File: src/lnbsc_pkg.sv
// Constants, offsets and state types of the supply control logic
package lnbsc_pkg;
	// ----------------------------------------
	// Clock and oscillator
	// ----------------------------------------
	localparam longint CLK_HZ = 10_000_000;
	localparam longint TONE_HZ = 22_000;
	localparam longint SW_MULT = 20;
	localparam longint SW_HZ = TONE_HZ * SW_MULT;
	localparam int OSC_HALF = int'(CLK_HZ / (2 * SW_HZ));
	localparam int TONE_HALF = int'(SW_MULT / 2);
	localparam int OSC_W = 5;
	localparam int TONE_W = 4;
	// ----------------------------------------
	// Protection times in ns, counted in converter ticks
	// ----------------------------------------
	localparam longint NS_PER_S = 1_000_000_000;
	localparam longint T_OL_DLY_NS = 23_000;
	localparam longint T_BC_DLY_NS = 100_000;
	localparam longint T_BC_OFF_NS = 5_000_000;
	localparam longint T_ON_NS = 20_000_000;
	localparam longint T_OFF_NS = 900_000_000;
	localparam int OL_DLY_TICKS = int'((T_OL_DLY_NS * SW_HZ + NS_PER_S - 1)
		/ NS_PER_S);
	localparam int BC_DLY_TICKS = int'((T_BC_DLY_NS * SW_HZ + NS_PER_S - 1)
		/ NS_PER_S);
	localparam int BC_OFF_TICKS = int'((T_BC_OFF_NS * SW_HZ + NS_PER_S - 1)
		/ NS_PER_S);
	localparam int ON_TICKS = int'((T_ON_NS * SW_HZ + NS_PER_S - 1)
		/ NS_PER_S);
	localparam int OFF_TICKS = int'((T_OFF_NS * SW_HZ + NS_PER_S - 1)
		/ NS_PER_S);
	localparam int CNT_W = 20;
	// ----------------------------------------
	// Register map and fields
	// ----------------------------------------
	localparam logic [3:0] REG_TONE = 4'h0;
	localparam logic [3:0] REG_CMD = 4'h4;
	localparam logic [3:0] REG_CTRL = 4'h8;
	localparam logic [3:0] REG_STAT = 4'hc;
	localparam int TONE_ON_POS = 0;
	localparam int EXT_PASS_POS = 1;
	localparam int LVL_LSB_POS = 0;
	localparam int LVL_MSB_POS = 1;
	localparam int RPD_POS = 2;
	localparam int STATIC_POS = 3;
	localparam int LOWER_POS = 0;
	localparam int UPPER_POS = 1;
	localparam int ENABLE_POS = 2;
	localparam int BC_POS = 0;
	localparam int OL_POS = 1;
	localparam int OT_POS = 2;
	localparam int RUN_POS = 3;
	localparam logic [3:0] CFG_RESET = 4'h0;
	// ----------------------------------------
	// Output voltage codes
	// ----------------------------------------
	localparam logic [1:0] VOUT_13V3 = 2'h0;
	localparam logic [1:0] VOUT_14V3 = 2'h1;
	localparam logic [1:0] VOUT_18V3 = 2'h2;
	localparam logic [1:0] VOUT_19V3 = 2'h3;
	// ----------------------------------------
	// State machines
	// ----------------------------------------
	typedef enum logic [1:0] {
		LNBSC_OL_NORM = 2'h0,
		LNBSC_OL_DLY = 2'h1,
		LNBSC_OL_OFF = 2'h3,
		LNBSC_OL_ON = 2'h2
	} lnbsc_ol_t;
	typedef enum logic [1:0] {
		LNBSC_BC_NORM = 2'h0,
		LNBSC_BC_DLY = 2'h1,
		LNBSC_BC_OFF = 2'h3
	} lnbsc_bc_t;
endpackage

File: src/lnbsc_osc.sv
// Tone oscillator: converter clock at twenty times the tone
`timescale 1ns/1ns
module lnbsc_osc (
	// Clock and reset
	input wire logic ref_clk,
	input wire logic nrst,
	input wire logic hold,
	// Oscillator outputs
	output logic sw_clk,
	output logic sw_tick,
	output logic tone
);
	import lnbsc_pkg::*;

	logic [OSC_W-1:0] div_cnt;
	logic [TONE_W-1:0] tone_cnt;
	wire div_end = (div_cnt == OSC_W'(OSC_HALF - 1));
	wire tone_end = (tone_cnt == TONE_W'(TONE_HALF - 1));

	// Held in reset while the supply is low
	always_ff @(posedge ref_clk) begin
		if (!nrst || hold) begin
			div_cnt <= '0;
			tone_cnt <= '0;
			sw_clk <= 1'b0;
			sw_tick <= 1'b0;
			tone <= 1'b0;
		end else begin
			div_cnt <= div_end ? '0 : div_cnt + 1'b1;
			sw_clk <= div_end ? !sw_clk : sw_clk;
			sw_tick <= div_end && !sw_clk;
			if (sw_tick) begin
				tone_cnt <= tone_end ? '0 : tone_cnt + 1'b1;
				tone <= tone_end ? !tone : tone;
			end
		end
	end
endmodule // lnbsc_osc

File: src/lnbsc_ctrl.sv
// Control logic of the single-output supply regulator
`timescale 1ns/1ns
module lnbsc_ctrl #(
	parameter int OFF_T = lnbsc_pkg::OFF_TICKS,
	parameter int ON_T = lnbsc_pkg::ON_TICKS,
	parameter int BC_OFF_T = lnbsc_pkg::BC_OFF_TICKS
) (
	// Clock and reset
	input wire logic ref_clk,
	input wire logic nrst,
	// Avalon-MM slave
	input wire logic [3:0] address,
	input wire logic read,
	input wire logic write,
	input wire logic [31:0] writedata,
	output logic [31:0] readdata,
	output logic waitrequest,
	// Pins and sense inputs
	input wire logic uvlo,
	input wire logic tone_modulation_input,
	input wire logic detector_threshold_select,
	input wire logic tone_detector_input,
	input wire logic tone_over_tx_level,
	input wire logic range_select_pin,
	input wire logic overload_sense,
	input wire logic clamp_sense,
	input wire logic back_current_sense,
	input wire logic over_temp_sense,
	input wire logic cooled_sense,
	input wire logic serial_reset,
	// Power stage control
	output logic sw_clk,
	output logic converter_en,
	output logic linreg_en,
	output logic current_limited,
	output logic dynamic_limit_en,
	output logic [1:0] limit_level,
	output logic [1:0] vout_code,
	output logic tone_out,
	// Open-drain pins
	output logic tone_detected_n,
	output logic tone_detected_oe,
	output logic fault_indicator_n,
	output logic fault_indicator_oe
);
	import lnbsc_pkg::*;

	// ----------------------------------------
	// Input synchronisers
	// ----------------------------------------
	localparam int NPIN = 11;
	wire [NPIN-1:0] pin_raw = {uvlo, tone_modulation_input,
		detector_threshold_select, tone_detector_input,
		tone_over_tx_level, range_select_pin, overload_sense,
		clamp_sense, back_current_sense, over_temp_sense, serial_reset};
	logic [NPIN-1:0] sync1;
	logic [NPIN-1:0] sync2;
	logic cool1;
	logic cool2;

	genvar gi;
	generate
		for (gi = 0; gi < NPIN; gi++) begin : g_sync
			always_ff @(posedge ref_clk) begin
				if (!nrst) begin
					sync1[gi] <= gi == NPIN - 1;
					sync2[gi] <= gi == NPIN - 1;
				end else begin
					sync1[gi] <= pin_raw[gi];
					sync2[gi] <= sync1[gi];
				end
			end
		end
	endgenerate

	always_ff @(posedge ref_clk) begin
		cool1 <= nrst ? cooled_sense : 1'b0;
		cool2 <= nrst ? cool1 : 1'b0;
	end

	wire uvlo_s = sync2[10];
	wire mod_s = sync2[9];
	wire thr_s = sync2[8];
	wire det_rx_s = sync2[7];
	wire det_tx_s = sync2[6];
	wire range_s = sync2[5];
	wire ovl_s = sync2[4];
	wire clamp_s = sync2[3];
	wire bc_s = sync2[2];
	wire ot_s = sync2[1];
	wire sreset_s = sync2[0];

	// ----------------------------------------
	// Configuration registers
	// ----------------------------------------
	logic [1:0] cfg_tone;
	logic [3:0] cfg_cmd;
	logic [2:0] cfg_ctrl;
	logic ot_flag;
	logic ol_flag;
	logic bc_flag;

	wire tone_on_bit = cfg_tone[TONE_ON_POS];
	wire ext_tone_pass_select = cfg_tone[EXT_PASS_POS];
	wire limit_level_lsb = cfg_cmd[LVL_LSB_POS];
	wire limit_level_msb = cfg_cmd[LVL_MSB_POS];
	wire range_pin_disable_bit = cfg_cmd[RPD_POS];
	wire static_limit_select_bit = cfg_cmd[STATIC_POS];
	wire lower_range_step_bit = cfg_ctrl[LOWER_POS];
	wire upper_range_step_bit = cfg_ctrl[UPPER_POS];
	wire enable_bit = cfg_ctrl[ENABLE_POS];

	// ----------------------------------------
	// Bus slave
	// ----------------------------------------
	// One wait cycle keeps read data coming from a flip-flop
	wire bus_req = read || write;
	wire bus_take = bus_req && !waitrequest;
	wire wr_take = write && !waitrequest;
	wire hit_tone = (address == REG_TONE);
	wire hit_cmd = (address == REG_CMD);
	wire hit_ctrl = (address == REG_CTRL);
	wire hit_stat = (address == REG_STAT);
	wire alive = !uvlo_s && enable_bit;
	wire [31:0] stat_word = {28'h0, converter_en, ot_flag, ol_flag, bc_flag};
	logic [31:0] next_readdata;

	always_comb begin
		if (hit_tone) begin
			next_readdata = {30'h0, cfg_tone};
		end else if (hit_cmd) begin
			next_readdata = {28'h0, cfg_cmd};
		end else if (hit_ctrl) begin
			next_readdata = {29'h0, cfg_ctrl};
		end else if (hit_stat) begin
			next_readdata = stat_word;
		end else begin
			next_readdata = 32'h0;
		end
	end

	always_ff @(posedge ref_clk) begin
		if (!nrst) begin
			waitrequest <= 1'b1;
			readdata <= 32'h0;
		end else begin
			waitrequest <= !(bus_req && waitrequest);
			readdata <= (read && waitrequest) ? next_readdata : readdata;
		end
	end

	// Heat or lockout wipes what the host wrote
	always_ff @(posedge ref_clk) begin
		if (!nrst || uvlo_s || ot_s) begin
			cfg_tone <= CFG_RESET[1:0];
			cfg_cmd <= CFG_RESET;
			cfg_ctrl <= CFG_RESET[2:0];
		end else if (wr_take) begin
			cfg_tone <= hit_tone ? writedata[1:0] : cfg_tone;
			cfg_cmd <= hit_cmd ? writedata[3:0] : cfg_cmd;
			cfg_ctrl <= hit_ctrl ? writedata[2:0] : cfg_ctrl;
		end
	end

	// ----------------------------------------
	// Oscillator
	// ----------------------------------------
	logic sw_tick;
	logic int_tone;
	logic osc_clk;

	lnbsc_osc u_osc (
		.ref_clk(ref_clk),
		.nrst(nrst),
		.hold(uvlo_s),
		.sw_clk(osc_clk),
		.sw_tick(sw_tick),
		.tone(int_tone)
	);

	// ----------------------------------------
	// Dynamic overload sequencer
	// ----------------------------------------
	lnbsc_ol_t ol_state;
	lnbsc_ol_t next_ol_state;
	logic [CNT_W-1:0] ol_cnt;
	logic [CNT_W-1:0] next_ol_cnt;
	logic ol_seen;
	wire ol_dly_end = (ol_cnt == CNT_W'(OL_DLY_TICKS - 1));
	wire ol_off_end = (ol_cnt == CNT_W'(OFF_T - 1));
	wire ol_on_end = (ol_cnt == CNT_W'(ON_T - 1));
	wire [CNT_W-1:0] ol_inc = ol_cnt + 1'b1;

	always_comb begin
		next_ol_state = ol_state;
		next_ol_cnt = ol_cnt;
		if (!alive || static_limit_select_bit) begin
			next_ol_state = LNBSC_OL_NORM;
			next_ol_cnt = '0;
		end else begin
			case (ol_state)
			LNBSC_OL_NORM: begin
				next_ol_cnt = '0;
				if (ovl_s) begin
					next_ol_state = LNBSC_OL_DLY;
				end
			end
			LNBSC_OL_DLY: begin
				if (!ovl_s) begin
					next_ol_state = LNBSC_OL_NORM;
				end else if (sw_tick) begin
					next_ol_cnt = ol_dly_end ? '0 : ol_inc;
					if (ol_dly_end) begin
						next_ol_state = LNBSC_OL_OFF;
					end
				end
			end
			LNBSC_OL_OFF: begin
				if (sw_tick) begin
					next_ol_cnt = ol_off_end ? '0 : ol_inc;
					if (ol_off_end) begin
						next_ol_state = LNBSC_OL_ON;
					end
				end
			end
			LNBSC_OL_ON: begin
				if (sw_tick) begin
					next_ol_cnt = ol_on_end ? '0 : ol_inc;
					if (ol_on_end) begin
						next_ol_state = (ol_seen || ovl_s) ?
							LNBSC_OL_OFF : LNBSC_OL_NORM;
					end
				end
			end
			default: begin
				next_ol_state = LNBSC_OL_NORM;
				next_ol_cnt = '0;
			end
			endcase
		end
	end

	// Counter only moves on oscillator ticks
	always_ff @(posedge ref_clk) begin
		if (!nrst) begin
			ol_state <= LNBSC_OL_NORM;
			ol_cnt <= '0;
			ol_seen <= 1'b0;
		end else begin
			ol_state <= next_ol_state;
			ol_cnt <= next_ol_cnt;
			ol_seen <= (ol_state == LNBSC_OL_ON) && (ol_seen || ovl_s);
		end
	end

	// ----------------------------------------
	// Back-current sequencer
	// ----------------------------------------
	lnbsc_bc_t bc_state;
	lnbsc_bc_t next_bc_state;
	logic [CNT_W-1:0] bc_cnt;
	logic [CNT_W-1:0] next_bc_cnt;
	wire bc_dly_end = (bc_cnt == CNT_W'(BC_DLY_TICKS - 1));
	wire bc_off_end = (bc_cnt == CNT_W'(BC_OFF_T - 1));
	wire [CNT_W-1:0] bc_inc = bc_cnt + 1'b1;

	always_comb begin
		next_bc_state = bc_state;
		next_bc_cnt = bc_cnt;
		if (!alive) begin
			next_bc_state = LNBSC_BC_NORM;
			next_bc_cnt = '0;
		end else begin
			case (bc_state)
			LNBSC_BC_NORM: begin
				next_bc_cnt = '0;
				if (bc_s) begin
					next_bc_state = LNBSC_BC_DLY;
				end
			end
			LNBSC_BC_DLY: begin
				if (!bc_s) begin
					next_bc_state = LNBSC_BC_NORM;
					next_bc_cnt = '0;
				end else if (sw_tick) begin
					next_bc_cnt = bc_dly_end ? '0 : bc_inc;
					if (bc_dly_end) begin
						next_bc_state = LNBSC_BC_OFF;
					end
				end
			end
			LNBSC_BC_OFF: begin
				if (sw_tick) begin
					next_bc_cnt = bc_off_end ? '0 : bc_inc;
					if (bc_off_end) begin
						next_bc_state = bc_s ?
							LNBSC_BC_DLY : LNBSC_BC_NORM;
					end
				end
			end
			default: begin
				next_bc_state = LNBSC_BC_NORM;
				next_bc_cnt = '0;
			end
			endcase
		end
	end

	always_ff @(posedge ref_clk) begin
		if (!nrst) begin
			bc_state <= LNBSC_BC_NORM;
			bc_cnt <= '0;
		end else begin
			bc_state <= next_bc_state;
			bc_cnt <= next_bc_cnt;
		end
	end

	// ----------------------------------------
	// Status flags
	// ----------------------------------------
	// Flags cleared before start-up so software sees them low
	always_ff @(posedge ref_clk) begin
		if (!nrst || uvlo_s) begin
			ot_flag <= 1'b0;
			ol_flag <= 1'b0;
			bc_flag <= 1'b0;
		end else begin
			ot_flag <= ot_s || (ot_flag && !cool2);
			if (!enable_bit) begin
				ol_flag <= 1'b0;
			end else if (static_limit_select_bit) begin
				ol_flag <= clamp_s;
			end else if (next_ol_state == LNBSC_OL_OFF) begin
				ol_flag <= 1'b1;
			end else if (next_ol_state == LNBSC_OL_NORM) begin
				ol_flag <= 1'b0;
			end
			if (!enable_bit) begin
				bc_flag <= 1'b0;
			end else if (next_bc_state == LNBSC_BC_OFF) begin
				bc_flag <= 1'b1;
			end else if (next_bc_state == LNBSC_BC_NORM) begin
				bc_flag <= 1'b0;
			end
		end
	end

	// ----------------------------------------
	// Outputs
	// ----------------------------------------
	wire power_on = alive && !ot_flag && (ol_state != LNBSC_OL_OFF)
		&& (bc_state != LNBSC_BC_OFF);
	wire [1:0] pin_code = range_s ? {1'b1, upper_range_step_bit}
		: {1'b0, lower_range_step_bit};
	wire [1:0] bit_code = {upper_range_step_bit, lower_range_step_bit};
	wire [1:0] sel_code = range_pin_disable_bit ? bit_code : pin_code;
	wire burst_tone = int_tone && mod_s;
	wire mux_tone = tone_on_bit ? int_tone
		: ext_tone_pass_select ? mod_s : burst_tone;
	wire tone_seen = thr_s ? det_tx_s : det_rx_s;
	wire any_fault = ot_flag || ol_flag || bc_flag || uvlo_s
		|| sreset_s;

	always_ff @(posedge ref_clk) begin
		if (!nrst) begin
			converter_en <= 1'b0;
			linreg_en <= 1'b0;
			current_limited <= 1'b0;
			dynamic_limit_en <= 1'b0;
			limit_level <= 2'h0;
			vout_code <= VOUT_13V3;
			tone_out <= 1'b0;
			sw_clk <= 1'b0;
			tone_detected_oe <= 1'b0;
			fault_indicator_oe <= 1'b1;
		end else begin
			converter_en <= power_on;
			linreg_en <= power_on;
			current_limited <= (ol_state == LNBSC_OL_ON);
			dynamic_limit_en <= !static_limit_select_bit;
			limit_level <= {limit_level_msb, limit_level_lsb};
			vout_code <= sel_code;
			tone_out <= power_on && mux_tone;
			sw_clk <= power_on && osc_clk;
			tone_detected_oe <= tone_seen;
			fault_indicator_oe <= any_fault;
		end
	end

	// Open-drain pins only ever drive low
	always_ff @(posedge ref_clk) begin
		tone_detected_n <= 1'b0;
		fault_indicator_n <= 1'b0;
	end
endmodule // lnbsc_ctrl

File: config.mk
export PLATFORM = sky130hd
export DESIGN_NAME = lnbsc_ctrl
export DESIGN_NICKNAME = d
export VERILOG_FILES = /design/src/lnbsc_pkg.sv /design/src/lnbsc_osc.sv /design/src/lnbsc_ctrl.sv
export SDC_FILE = /design/constraint.sdc
export NUM_CORES = 1
export LEC_CHECK = 0
export BUFFER_PORTS_ARGS = -buffer_cell sky130_fd_sc_hd__buf_4
export CAP_MARGIN = 20
export CORE_UTILIZATION = 51
export CTS_BUF_LIST = sky130_fd_sc_hd__clkbuf_4 sky130_fd_sc_hd__clkbuf_8
export DETAILED_ROUTE_END_ITERATION = 8
export GPL_ROUTABILITY_DRIVEN = 0
export PLACE_DENSITY_LB_ADDON = 0.1
export SYNTH_ARGS = -nofsm -noshare
export SYNTH_HDL_FRONTEND = slang
export SYNTH_SLANG_ARGS = --single-unit
File: constraint.sdc
create_clock -name ref_clk -period 2.15 [get_ports ref_clk]
set_input_delay 0.215 -clock ref_clk [delete_from_list [all_inputs] [get_ports ref_clk]]
set_output_delay 0.215 -clock ref_clk [all_outputs]
set_load 0.05 [all_outputs]
# After elaboration in Yosys (flattened, before gate mapping)
# Index checks and enable logic that the tools add are counted.
classes:
  n_addsub: 4
  eq_ne: 25
  muxes: 49
  bitwise_logic: 2
  n_reduce_logical: 50
op_table:
  columns: ["cell", "count"]
  rows:
  - ["$mux 20", 12]
  - ["$pmux 20 s4", 1]
  - ["$add 20x1->20 const B", 2]
  - ["$pmux 20 s2", 1]
  - ["$mux 2", 19]
  - ["$eq 20x12->1 const B", 1]
  - ["$eq 20x14->1 const B", 1]
  - ["$eq 20x19->1 const B", 1]
  - ["$eq 20x4->1 const B", 1]
  - ["$eq 20x6->1 const B", 1]
  - ["$mux 4", 5]
  - ["$logic_and 1x1->1", 13]
  - ["$eq 4x4->1 const B", 3]
  - ["$reduce_and 2->1", 6]
  - ["$eq 2x2->1 const B", 5]
  - ["$logic_not 1->1", 10]
  - ["$logic_or 1x1->1", 10]
  - ["$mux 1", 9]
  - ["$logic_not 2->1", 4]
  - ["$ne 2x1->1 const B", 4]
  - ["$pmux 2 s4", 1]
  - ["$ne 2x2->1 const B", 3]
  - ["$pmux 2 s3", 1]
  - ["$reduce_or 2->1", 3]
  - ["11 further kinds", 13]
word_totals:
  regBits: 137
  inputBits: 52
  output_inout_bits: 47
  elab_cells: 181

# Depth between registers and ports, before layout
# Gate-level depths: netlist of the first run.
depth:
  ltp_word: 10
  ltp_mapped: 10
  ltp_nobuf: 10

# Hierarchy
# A second synthesis of the first run with hierarchy kept.
hier_totals:
  hier_cells: 517
  area_unflattened_um2: 4805.9
by_module_without_submodules:
  columns: ["mod", "n_inst", "cells_each", "area_each_um2", "seq_area_each_um2"]
  rows:
  - ["lnbsc_ctrl", 1, 465, 4320.4, 1941.9]
  - ["lnbsc_osc", 1, 52, 485.5, 240.2]

# Worst setup path after synthesis of the first run
# Ideal clock, no wire load.
synth_timing:
  path_type: "reg2reg"
  from: "register bc_cnt[0]"
  to: "register bc_flag"
  setup_time_ps: 115
  arrival_ps: 2054
  t_required_ps: 2035
  setup_slack_ps: -18
  path_stages_with_launch: 11
  path_buffers: 0
  period_less_slack_ps: 2168
  cell_sequence: "dfxtp_1 > ha_1 > nor4b_1 > nand4_1 > o21ai_0 > o21ai_0 > a31oi_1 > nor2_1 > ha_1 > mux2i_1 > nor2_1"
synth_between:
  elab_chain_cells: 8
  word_cells_on_any_way: 13
  classes_between: "eq/ne (3); mux (8); reduce/logical (2)"
synth_lines:
  columns: ["item", "line", "source"]
  rows:
  - ["start: declaration", "lnbsc_ctrl.sv:261", "logic [CNT_W-1:0] bc_cnt;"]
  - ["start signal: assignment", "lnbsc_ctrl.sv:315", "bc_cnt <= next_bc_cnt;"]
  - ["$eq 20x6->1", "lnbsc_ctrl.sv:263", "wire bc_dly_end = (bc_cnt == CNT_W'(BC_DLY_TICKS - 1));"]
  - ["$mux 2", "lnbsc_ctrl.sv:287", "if (bc_dly_end) begin"]
  - ["$mux 2", "lnbsc_ctrl.sv:285", "end else if (sw_tick) begin"]
  - ["$mux 2", "lnbsc_ctrl.sv:282", "if (!bc_s) begin"]
  - ["$pmux 2 s3 *", "lnbsc_ctrl.sv:274", "case (bc_state)"]
  - ["$mux 2 *", "lnbsc_ctrl.sv:270", "if (!alive) begin"]
  - ["named net next_bc_state[1]", "lnbsc_ctrl.sv:260", "lnbsc_bc_t next_bc_state;"]
  - ["$eq 2x2->1 / $logic_not 2->1 (equally long branches)", "lnbsc_ctrl.sv:341, lnbsc_ctrl.sv:343", null]
  - ["$mux 1 / $reduce_bool 2->1 (equally long branches)", null, null]
  - ["end signal: assignment", "lnbsc_ctrl.sv:340", "bc_flag <= 1'b0;"]
  - ["end signal: assignment", "lnbsc_ctrl.sv:342", "bc_flag <= 1'b1;"]
  - ["end signal: assignment", "lnbsc_ctrl.sv:344", "bc_flag <= 1'b0;"]
  - ["end: declaration", "lnbsc_ctrl.sv:101", "logic bc_flag;"]
# The timed path passes the listed nets; every way through them passes the cells marked *.
# A chain may end at the register's enable or synchronous reset.

# Worst setup path in the final report of the first run
layout_timing:
  from: "register bc_cnt[10]"
  to: "register bc_flag"
# The elaborated chain is that of the path after synthesis.

==> results of run 1 <==
[worst paths after layout]
check / end / start / slack (ns) / cells past startpoint
worst min-delay path: waitrequest / read / 0.03 / 2
worst max register to register: bc_flag / bc_cnt[10] / 0.04 / 9
worst max-delay path: bc_flag / bc_cnt[10] / 0.04 / 9
worst min register to register: uvlo_s / sync1[10] / 0.42 / 1
[cell usage in the layout, fill, tap and decap left out, types with 6 or more instances in the layout]
master,synthesis,final
sky130_fd_sc_hd__dfxtp_1,109,106
sky130_fd_sc_hd__nor2_1,80,80
sky130_fd_sc_hd__buf_4,31,71
sky130_fd_sc_hd__conb_1,1,30
sky130_fd_sc_hd__and2_1,29,29
sky130_fd_sc_hd__xor2_1,27,27
sky130_fd_sc_hd__nand2_1,23,23
sky130_fd_sc_hd__nand3_1,18,18
sky130_fd_sc_hd__mux2i_1,14,14
sky130_fd_sc_hd__xnor2_1,14,14
sky130_fd_sc_hd__nor2b_1,13,13
sky130_fd_sc_hd__a21oi_1,12,12
sky130_fd_sc_hd__nand4_1,11,11
sky130_fd_sc_hd__o21ai_0,12,10
sky130_fd_sc_hd__inv_1,10,10
sky130_fd_sc_hd__clkbuf_8,0,9
sky130_fd_sc_hd__and4_1,8,8
sky130_fd_sc_hd__nor3_1,8,7
sky130_fd_sc_hd__and3_1,6,6
[cells by family after synthesis]
| family | after synthesis | share of synthesized area, % |
|---|---|---|
| muxes | 17 | 3.66 |
| adders and majority gates | 6 | 1.58 |
| and+or+nand+nor | 230 | 26.3 |
| DFF | 109 | 45.9 |
| other | 1 | 0.0789 |
| buffers and inverters | 56 | 7.18 |
| AOI/OAI and AO/OA | 54 | 7.79 |
| xor gates and xnor gates | 41 | 7.55 |
[flip-flops by register name, summed over array words and instances, names as in the netlist, 3 cells and up]
name,flops
cfg_cmd,4
bc_cnt,20
u_osc.tone_cnt,4
readdata,4
ol_cnt,20
cfg_ctrl,3
sync1,11
u_osc.div_cnt,5
[layer usage]
metal	up-vias	wire [µm]	part of all wire, %
li1	1827	-	-
met1	1642	4330	48
met2	70	4270	48
met3	6	253	2.8
met4	0	74	0.83
met5	-	0	0
[power breakdown]
part	internal [mW]	switching, mW	leakage (nW)
registers	2.04	0.00964	0.886
clock network	0.443	0.720	0.0943
logic	0.0551	0.168	1.19
[area by class of cell]
class                           instances  area [µm²]  area share, %
Clock buffer                            9         124           2.23
Inverter                               10        37.5          0.677
Clock inverter                          6        53.8          0.970
Multi-Input combinational cell        378        2430           43.8
Tap cell                              108         135           2.44
Timing Repair Buffer                   74         583           10.5
Sequential cell                       109        2190           39.4
[through the flow]
| stage | instance area (µm²) | hold WS (ns) | TNS, ns | setup slack, ns |
|---|---|---|---|---|
| final | 5550 | 0.0333 | 0 | 0.0448 |
| after global routing | 5550 | 0.0230 | -0.440 | -0.129 |
| after CTS | 5480 | 0.0148 | 0 | 0.00315 |
| after detailed placement | 5250 | 0.398 | -0.0871 | -0.0851 |
| after global placement | 5250 | 0.395 | -0.0169 | -0.0169 |
| after floorplan | 4860 | 0.316 | 0 | 0.0534 |
[timing repair]
action / in CTS / in global routing
hold buffers: 1 / 0
hold endpoints to repair: 1 / 0
endpoints found under the setup margin: 2 / 40
pin swaps: 2 / 7
resized for setup: 5 / 14
buffers inserted: 1 / 1
==> results.tsv, run 1 <==
metric	value	unit
run status	completed	
final core utilization	62.4	%
buffers added on ports	40	
Starting DRT DRC Count	153	
buffer depth of the longest clock path	2	
Mapped Area	4750	µm²
leading cell types by total area after synthesis	sky130_fd_sc_hd__dfxtp_1 46%, sky130_fd_sc_hd__nor2_1 6.3%, sky130_fd_sc_hd__xor2_1 5.0%	
critical setup path kind	reg -> reg	
DRC Markers	0	
fraction of met1 tracks used by global routing	24.1	%
startpoint types	flop	
Final #Nets	640	
post-layout instance count excluding filler cells	694	
final worst clock skew	0.00867	ns
highest achievable clock rate	475	MHz
busiest layer in global routing	met2	
Max Transition Viols Final	0	
average detailed-routed wire length per instance	12.9	µm
cell chain of the critical path	nor4_2 > nand4_1 > o21ai_2 > o21ai_2 > a31oi_2 > nor2_1 > ha_1 > mux2i_1 > nor2_1	
largest vdd supply drop	0.461	mV
H-tree depth	3	
most numerous cell in the Yosys netlist	sky130_fd_sc_hd__dfxtp_1	
Tmin final	2.11	ns
Die X-Extent	98.6	µm
worst hold-check path type	in -> reg	
type of destination of the critical path	flop	
setup repair after global routing missed its margin	true	
vias in the first global route	3407	
max-capacitance violation count	0	
final count of hold timing violations	0	
pin count of the biggest net entering global routing	42	
number of primary I/O pins	99	
cell with the biggest individual delay on the critical path	sky130_fd_sc_hd__dfxtp_1	
instance count after placement with tap cells included	676	
CTS tree	yes	
antenna violations before repair	0	
WP data arrival	2.38	ns
number of buffer and inverter instances along the worst setup path	0	
fraction of final layout cells sized beyond drive strength 1	20.3	%
cell type contributing the most total cell area after synthesis	sky130_fd_sc_hd__dfxtp_1	
Total Wirelength	8.93	mm
HPWL after DPL	6.45	mm
number of enable flip-flop cells after synthesis	0	
number of fillers in the final layout	775	
post-synthesis async set-or-reset flop share	0	%
fraction of post-synthesis cell area in the top cell type by area	45.9	%
sequential area share after synthesis	45.9	%
aggregate global routing overflow	0	
max incr delay on CP	0.33	ns
clock slew at the register clock pins of the worst setup and hold paths	0.11	ns
met3 usage	4.61	%
Detailed Routing Iterations Pass 1	4	
number of antenna diodes	0	
cell family contributing the most delay on the critical path	simple AND/OR/NAND/NOR gates	
flip-flop and latch count after synthesis	109	
area overhead of the layout relative to synthesis	16.6	%
clock net sink count	109	
# setup viols final	0	
Tcrit/Tclk final	97.9	%
total power	3.44	mW
post-synthesis average cell area	9.25	µm²
Die Span Y	98.6	µm
antenna-violating nets left	0	
clock tree root buffer cell	sky130_fd_sc_hd__clkbuf_8	
number of buffers inserted during clock tree synthesis	9	
crit-path max FO	3	
Leakage	2.17	nW
clock latency at the later pin of the worst-skew pair	0.37	ns
global-route track usage on met2	33.2	%
vias per std cell	5.11	
total power per unit cell area	620	nW/µm²
core footprint	8890	µm²
Netlist cell types	58	
number of instances in the synthesized netlist	514	
effective utilization at floorplan	53.5	%
number of vias after detailed routing	3545	
Die Outline Area	9710	µm²
Post-synth top flop	sky130_fd_sc_hd__dfxtp_1	
Synth top cells by count	109 x sky130_fd_sc_hd__dfxtp_1, 80 x sky130_fd_sc_hd__nor2_1, 31 x sky130_fd_sc_hd__buf_4, 29 x sky130_fd_sc_hd__and2_1, 27 x sky130_fd_sc_hd__xor2_1	
wire length of the first global-routing pass	15.0	mm
GRT Total Usage	19.2	%
data required time at the worst endpoint	2.42	ns
number of rows in the core area	34	
Yosys Warn Count	0	
(Power assumes the default switching activity.)
==> run 2: changes to the inputs <==
--- a/config.mk
+++ b/config.mk
@@ -7,6 +7,7 @@
 export LEC_CHECK = 0
 export BUFFER_PORTS_ARGS = -buffer_cell sky130_fd_sc_hd__buf_4
 export CAP_MARGIN = 20
+export CORE_ASPECT_RATIO = 0.75
 export CORE_UTILIZATION = 51
 export CTS_BUF_LIST = sky130_fd_sc_hd__clkbuf_4 sky130_fd_sc_hd__clkbuf_8
 export DETAILED_ROUTE_END_ITERATION = 8
==> run 2 against run 1 <==
  * The run now ends with setup timing left
  * First-iteration DRC count decreased by 6.5%
  * Wire length grew 6.7%
  * Non-clock buffer count increased by 7
  * Worst hold slack worse by 0.011 ns
  * Critical path depth is 1 higher
  * Global-route usage rose by 1.1 points
  * Highest routed layer unchanged
  * Sequential power hardly changed
  * Largest cell class unchanged
==> results.tsv, run 2 (synthesized netlist as in run 1, its figures left out) <==
metric	value	unit	change
HPWL after DPL	6.81	mm	was 6.45 mm
cell chain of the critical path	ha_4 > nor4b_4 > nand4_1 > buf_4 > o41ai_2 > a21oi_1 > o211ai_1 > buf_4 > buf_12 > a311oi_2		was nor4_2 > nand4_1 > o21ai_2 > o21ai_2 > a31oi_2 > nor2_1 > ha_1 > mux2i_1 > nor2_1
clock net sink count	109		unchanged
vias in the first global route	3342		was 3407
total met3 wirelength after detailed routing	428	µm	was 253 µm
launch point of the worst path	bc_cnt[1]		was bc_cnt[10]
area overhead of the layout relative to synthesis	20.7	%	was 16.6%
fraction of final layout cells sized beyond drive strength 1	23.6	%	was 20.3%
internal power	2.68	mW	was 2.54 mW
max incr delay on CP	0.38	ns	was 0.33 ns
number of primary I/O pins	99		unchanged
number of fillers in the final layout	769		was 775
cell family contributing the most delay on the critical path	compound AO/OA/AOI/OAI gates		was simple AND/OR/NAND/NOR gates
clock tree root buffer cell	sky130_fd_sc_hd__clkbuf_8		unchanged
area of the multi-input gates	2500	µm²	was 2430 µm²
final count of hold timing violations	0		unchanged
number of vias after detailed routing	3622		was 3545
critical setup path kind	reg -> reg		unchanged
switching fraction of total power	24.8	%	was 26.1%
Max Transition Viols Final	0		unchanged
setup slack of the most critical reg-to-reg path	-0.10	ns	was 0.04 ns
Final #Nets	647		was 640
final worst clock skew	0.00946	ns	was 0.00867 ns
clock latency at the later pin of the worst-skew pair	0.37	ns	about the same
commonest non-fill, non-tap cell in the layout	sky130_fd_sc_hd__dfxtp_1		unchanged
CTS tree	yes		unchanged
WHS Endpoint	sync1[10]		was waitrequest
instance count after placement with tap cells included	700		was 676
worst r2r src	bc_cnt[1]		was bc_cnt[10]
run status	finished with violations		was completed
Total Wirelength	9.53	mm	was 8.93 mm
data required time at the worst endpoint	2.41	ns	was 2.42 ns
hold path startpoint	uvlo		was read
total placed instance area	5300	µm²	was 5250 µm²
antenna violations before repair	0		unchanged
post-layout instance count excluding filler cells	722		was 694
buffers added on ports	40		unchanged
startpoint types	flop		unchanged
Die Span Y	85.6	µm	was 98.6 µm
wire length of the first global-routing pass	15.7	mm	was 15.0 mm
Detailed Routing Iterations Pass 1	4		unchanged
vias per std cell	5.02		was 5.11
total power per unit cell area	621	nW/µm²	was 620 nW/µm²
number of buffer and inverter instances along the worst setup path	3		was 0
number of rows in the core area	30		was 34
buffer depth of the longest clock path	2		unchanged
highest achievable clock rate	444	MHz	was 475 MHz
max-capacitance violation count	0		unchanged
GRT Total Usage	20.3	%	was 19.2%
violated checks	setup timing		
effective utilization at floorplan	52.6	%	was 53.5%
clock slew at the register clock pins of the worst setup and hold paths	0.10	ns	was 0.11 ns
aggregate global routing overflow	0		unchanged
sequential share of power	57.6	%	was 59.7%
Leakage	2.23	nW	was 2.17 nW
pin count of the biggest net entering global routing	42		unchanged
commonest cells after routing, fill and taps aside	107 x sky130_fd_sc_hd__dfxtp_1, 77 x sky130_fd_sc_hd__buf_4, 67 x sky130_fd_sc_hd__nor2_1		was 106 x sky130_fd_sc_hd__dfxtp_1, 80 x sky130_fd_sc_hd__nor2_1, 71 x sky130_fd_sc_hd__buf_4
H-tree depth	3		unchanged
cell repeated most along the worst path	sky130_fd_sc_hd__buf_4		
Tcrit/Tclk final	105	%	was 97.9%
average detailed-routed wire length per instance	13.2	µm	was 12.9 µm
Starting DRT DRC Count	143		was 153
Die X-Extent	113	µm	was 98.6 µm
antenna-violating nets left	0		unchanged
register cell area after layout	2180	µm²	was 2190 µm²
worst reg2reg path endpoint	bc_cnt[11]		was bc_flag
Sw Pwr	0.882	mW	was 0.898 mW
cell with the biggest individual delay on the critical path	sky130_fd_sc_hd__dfxtp_2		was sky130_fd_sc_hd__dfxtp_1
number of antenna diodes	0		unchanged
total power	3.56	mW	was 3.44 mW
largest vdd supply drop	0.433	mV	was 0.461 mV
Tmin final	2.25	ns	was 2.11 ns
core footprint	9050	µm²	was 8890 µm²
type of destination of the critical path	flop		unchanged
met1 wire length	4.77	mm	was 4.33 mm
part of the power in combinational logic	6.3	%	was 6.5%
setup total negative slack	-1.11	ns	was 0 ns
final std cell area, no fill	5740	µm²	was 5550 µm²
post-cts hold buffer count	0		was 1
pre-CTS setup slack	-0.110	ns	was -0.0851 ns
met2 routed wirelength	4.23	mm	was 4.27 mm
worst hold-check slack	0.0225	ns	was 0.0333 ns
Worst Reg-to-Reg Cells	10		was 9
DRC Markers	0		unchanged
crit-path max FO	8		was 3
WP data arrival	2.51	ns	was 2.38 ns
# setup viols final	21		was 0
final core utilization	63.4	%	was 62.4%
clock share of power	36.1	%	was 33.8%
Top Layer Used	met4		unchanged
worst hold-check path type	in -> reg		unchanged
final critical-path setup slack	-0.100	ns	was 0.0448 ns
number of buffers inserted during clock tree synthesis	9		unchanged
Die Outline Area	9720	µm²	was 9710 µm²
largest registers	bc_cnt: 20 flops, ol_cnt: 20 flops, sync1: 11 flops		unchanged
Hold Path Stages	2		unchanged
setup repair after global routing missed its margin	true		unchanged
## run 2: worst max-delay path by stage
stage	endpoint	slack, ns	depth (start not counted)
final	bc_cnt[11]	-0.10	10
after global routing	bc_cnt[11]	-0.23	10
after CTS	bc_flag	0.0007	10
after detailed placement	bc_flag	-0.11	10
after global placement	bc_flag	0.007	10
after floorplan	bc_flag	0.05	10
## run 2: per-layer routing
metal  track usage [%]  vias to the layer above
met2              31.4                       89
met4              5.38                        0
met5                 0                        -
met1              28.3                     1666
met3              5.16                       10
li1                  -                     1857
## run 2: worst reg2reg max path: stages (launching register included)
cell and delay, ns:
sky130_fd_sc_hd__dfxtp_2 0.38, sky130_fd_sc_hd__ha_4 0.15, sky130_fd_sc_hd__nor4b_4 0.18, sky130_fd_sc_hd__nand4_1 0.25
sky130_fd_sc_hd__buf_4 0.22, sky130_fd_sc_hd__o41ai_2 0.22, sky130_fd_sc_hd__a21oi_1 0.10, sky130_fd_sc_hd__o211ai_1 0.25
sky130_fd_sc_hd__buf_4 0.19, sky130_fd_sc_hd__buf_12 0.15, sky130_fd_sc_hd__a311oi_2 0.05
## run 2: cell type report
class	instances	area share (%)
timing repair buffer	81	11.3
sequential	109	38.1
clock inverter	6	1.20
clock buffer	10	2.40
inverter	10	0.654
tap	128	2.79
multi-input combinational	378	43.6
## run 2: power groups by stage
| stage | registers, mW | logic [mW] | clock network [mW] |
|---|---|---|---|
| after floorplan | 2.11 | 0.199 | 0 |
| after global placement | 2.10 | 0.221 | 0 |
| after detailed placement | 2.10 | 0.223 | 0 |
| after CTS | 2.05 | 0.223 | 1.32 |
| after global routing | 2.06 | 0.238 | 1.40 |
| final | 2.05 | 0.223 | 1.29 |
## run 2: timing repair
item / CTS / global route
setup endpoints to repair: 1 / 25
cloned: 0 / 1
buffers inserted: 4 / 2
pin swaps: 2 / 18
resized for setup: 6 / 43
==> run 3: changes to the inputs <==
--- a/config.mk
+++ b/config.mk
@@ -7,11 +7,11 @@
 export LEC_CHECK = 0
 export BUFFER_PORTS_ARGS = -buffer_cell sky130_fd_sc_hd__buf_4
 export CAP_MARGIN = 20
-export CORE_ASPECT_RATIO = 0.75
-export CORE_UTILIZATION = 51
-export CTS_BUF_LIST = sky130_fd_sc_hd__clkbuf_4 sky130_fd_sc_hd__clkbuf_8
+export CORE_UTILIZATION = 49
+export CTS_BUF_LIST = sky130_fd_sc_hd__clkbuf_16
 export DETAILED_ROUTE_END_ITERATION = 8
 export GPL_ROUTABILITY_DRIVEN = 0
+export MAX_ROUTING_LAYER = met4
 export PLACE_DENSITY_LB_ADDON = 0.1
 export SYNTH_ARGS = -nofsm -noshare
 export SYNTH_HDL_FRONTEND = slang
==> run 3 against run 2 <==
  * The flow now finishes without violations
  * Sequential power hardly changed
  * Core utilization is 2.0 points lower
  * Clock skew about the same
  * Critical path type unchanged
==> results.tsv, run 3 (synthesized netlist as in run 1, its figures left out) <==
metric	value	unit	change
antenna violations before repair	0		unchanged
setup total negative slack	0	ns	was -1.11 ns
number of fillers in the final layout	819		was 769
cell with the biggest individual delay on the critical path	sky130_fd_sc_hd__dfxtp_1		was sky130_fd_sc_hd__dfxtp_2
type of destination of the critical path	flop		unchanged
final count of hold timing violations	0		unchanged
GRT Total Usage	20.3	%	about the same
Starting DRT DRC Count	95		was 143
CTS tree	yes		unchanged
Leakage	2.24	nW	was 2.23 nW
cell chain of the critical path	nor4_1 > nand4_1 > o21ai_2 > o21ai_2 > a31oi_1 > nor2_1 > ha_1 > mux2i_1 > nor2_1		was ha_4 > nor4b_4 > nand4_1 > buf_4 > o41ai_2 > a21oi_1 > o211ai_1 > buf_4 > buf_12 > a311oi_2
startpoint types	flop		unchanged
internal power	3.03	mW	was 2.68 mW
number of buffer and inverter instances along the worst setup path	0		was 3
HPWL after DPL	6.65	mm	was 6.81 mm
largest registers	bc_cnt: 20 flops, ol_cnt: 20 flops, sync1: 11 flops		unchanged
cell family contributing the most delay on the critical path	simple AND/OR/NAND/NOR gates		was compound AO/OA/AOI/OAI gates
sequential share of power	51.3	%	was 57.6%
Die X-Extent	101	µm	was 113 µm
core footprint	9330	µm²	was 9050 µm²
part of the power in combinational logic	5.6	%	was 6.3%
aggregate global routing overflow	0		unchanged
clock tree root buffer cell	sky130_fd_sc_hd__clkbuf_16		was sky130_fd_sc_hd__clkbuf_8
max incr delay on CP	0.35	ns	was 0.38 ns
Total Wirelength	9.25	mm	was 9.53 mm
final critical-path setup slack	0.00337	ns	was -0.100 ns
worst hold-check path type	in -> reg		unchanged
Sw Pwr	0.975	mW	was 0.882 mW
number of buffers inserted during clock tree synthesis	9		unchanged
Die Outline Area	10100	µm²	was 9720 µm²
Detailed Routing Iterations Pass 1	4		unchanged
highest achievable clock rate	466	MHz	was 444 MHz
number of vias after detailed routing	3595		was 3622
max-capacitance violation count	0		unchanged
largest vdd supply drop	0.600	mV	was 0.433 mV
clock share of power	43.2	%	was 36.1%
post-layout instance count excluding filler cells	721		was 722
Tcrit/Tclk final	99.8	%	was 105%
buffer depth of the longest clock path	2		unchanged
number of primary I/O pins	99		unchanged
clock slew at the register clock pins of the worst setup and hold paths	0.08	ns	was 0.10 ns
post-cts hold buffer count	0		unchanged
worst hold-check slack	0.0518	ns	was 0.0225 ns
WP data arrival	2.39	ns	was 2.51 ns
clock latency at the later pin of the worst-skew pair	0.35	ns	was 0.37 ns
pin count of the biggest net entering global routing	42		unchanged
number of rows in the core area	35		was 30
DRC Markers	0		unchanged
Tmin final	2.15	ns	was 2.25 ns
final core utilization	61.4	%	was 63.4%
pre-CTS setup slack	-0.137	ns	was -0.110 ns
run status	completed		was finished with violations
vias in the first global route	3335		was 3342
clock net sink count	109		unchanged
final std cell area, no fill	5730	µm²	was 5740 µm²
total power	4.00	mW	was 3.56 mW
Max Transition Viols Final	0		unchanged
instance count after placement with tap cells included	701		was 700
buffers added on ports	40		unchanged
data required time at the worst endpoint	2.39	ns	was 2.41 ns
antenna-violating nets left	0		unchanged
# setup viols final	0		was 21
crit-path max FO	3		was 8
wire length of the first global-routing pass	15.7	mm	about the same
average detailed-routed wire length per instance	12.8	µm	was 13.2 µm
setup repair after global routing missed its margin	true		unchanged
final worst clock skew	0.00965	ns	was 0.00946 ns
commonest non-fill, non-tap cell in the layout	sky130_fd_sc_hd__dfxtp_1		unchanged
fraction of final layout cells sized beyond drive strength 1	21.1	%	was 23.6%
Die Span Y	101	µm	was 85.6 µm
area overhead of the layout relative to synthesis	20.5	%	was 20.7%
H-tree depth	3		unchanged
total power per unit cell area	698	nW/µm²	was 621 nW/µm²
number of antenna diodes	0		unchanged
total placed instance area	5300	µm²	about the same
vias per std cell	4.99		was 5.02
Final #Nets	645		was 647
switching fraction of total power	24.4	%	was 24.8%
commonest cells after routing, fill and taps aside	106 x sky130_fd_sc_hd__dfxtp_1, 80 x sky130_fd_sc_hd__nor2_1, 75 x sky130_fd_sc_hd__buf_4		was 107 x sky130_fd_sc_hd__dfxtp_1, 77 x sky130_fd_sc_hd__buf_4, 67 x sky130_fd_sc_hd__nor2_1
effective utilization at floorplan	51.0	%	was 52.6%
critical setup path kind	reg -> reg		unchanged
-- run 3: cell types whose count changed in the layout (fill, tap and decap cells not counted), sizes merged --
cell,delta
clkinv,-1
clkinvlp,+2
clkbuf,-1
buf,-2
-- run 3: power by group through the flow --
| stage | combinational (mW) | clock [mW] | sequential [mW] |
|---|---|---|---|
| 6_report | 0.222 | 1.73 | 2.05 |
| 5_1_grt | 0.236 | 1.86 | 2.06 |
| 4_1_cts | 0.223 | 1.77 | 2.05 |
| 3_5_place_dp | 0.223 | 0 | 2.10 |
| 3_3_place_gp | 0.221 | 0 | 2.10 |
| 2_1_floorplan | 0.199 | 0 | 2.11 |
-- run 3: timing repair --
item,4_1_cts,5_1_grt
cloned,0,0
gates resized for setup,4,16
setup endpoints to repair,1,24
hold endpoints to repair,0,0
setup buffers,2,2
pin swaps,2,5
-- run 3: final timing paths --
| kind | startpoint | endpoint | slack (ns) | depth (start not counted) |
|---|---|---|---|---|
| setup / recovery | bc_cnt[6] | bc_flag | 0.003 | 9 |
| hold / removal | uvlo | sync1[10] | 0.05 | 2 |
| setup reg to reg | bc_cnt[6] | bc_flag | 0.003 | 9 |
| hold reg to reg | sync1[10] | uvlo_s | 0.41 | 1 |
-- run 3: layout make-up --
cell class / count / area [µm²] / area share (%)
multi-input combinational: 378 / 2410 / 42.1
sequential: 109 / 2190 / 38.2
timing repair buffer: 79 / 617 / 10.8
clock buffer: 9 / 225 / 3.93
tap: 129 / 161 / 2.82
clock inverter: 7 / 90.1 / 1.57
inverter: 10 / 37.5 / 0.655
-- run 3: per-layer routing --
metal,vias up,wire length (µm),global-route usage [%],part of all wire [%]
met2,71,4540,32.5,49
met1,1670,4300,25.9,46
met3,9,274,3.74,3.0
met4,0,141,7.02,1.5
li1,1845,-,-,-
met5,-,0,-,0
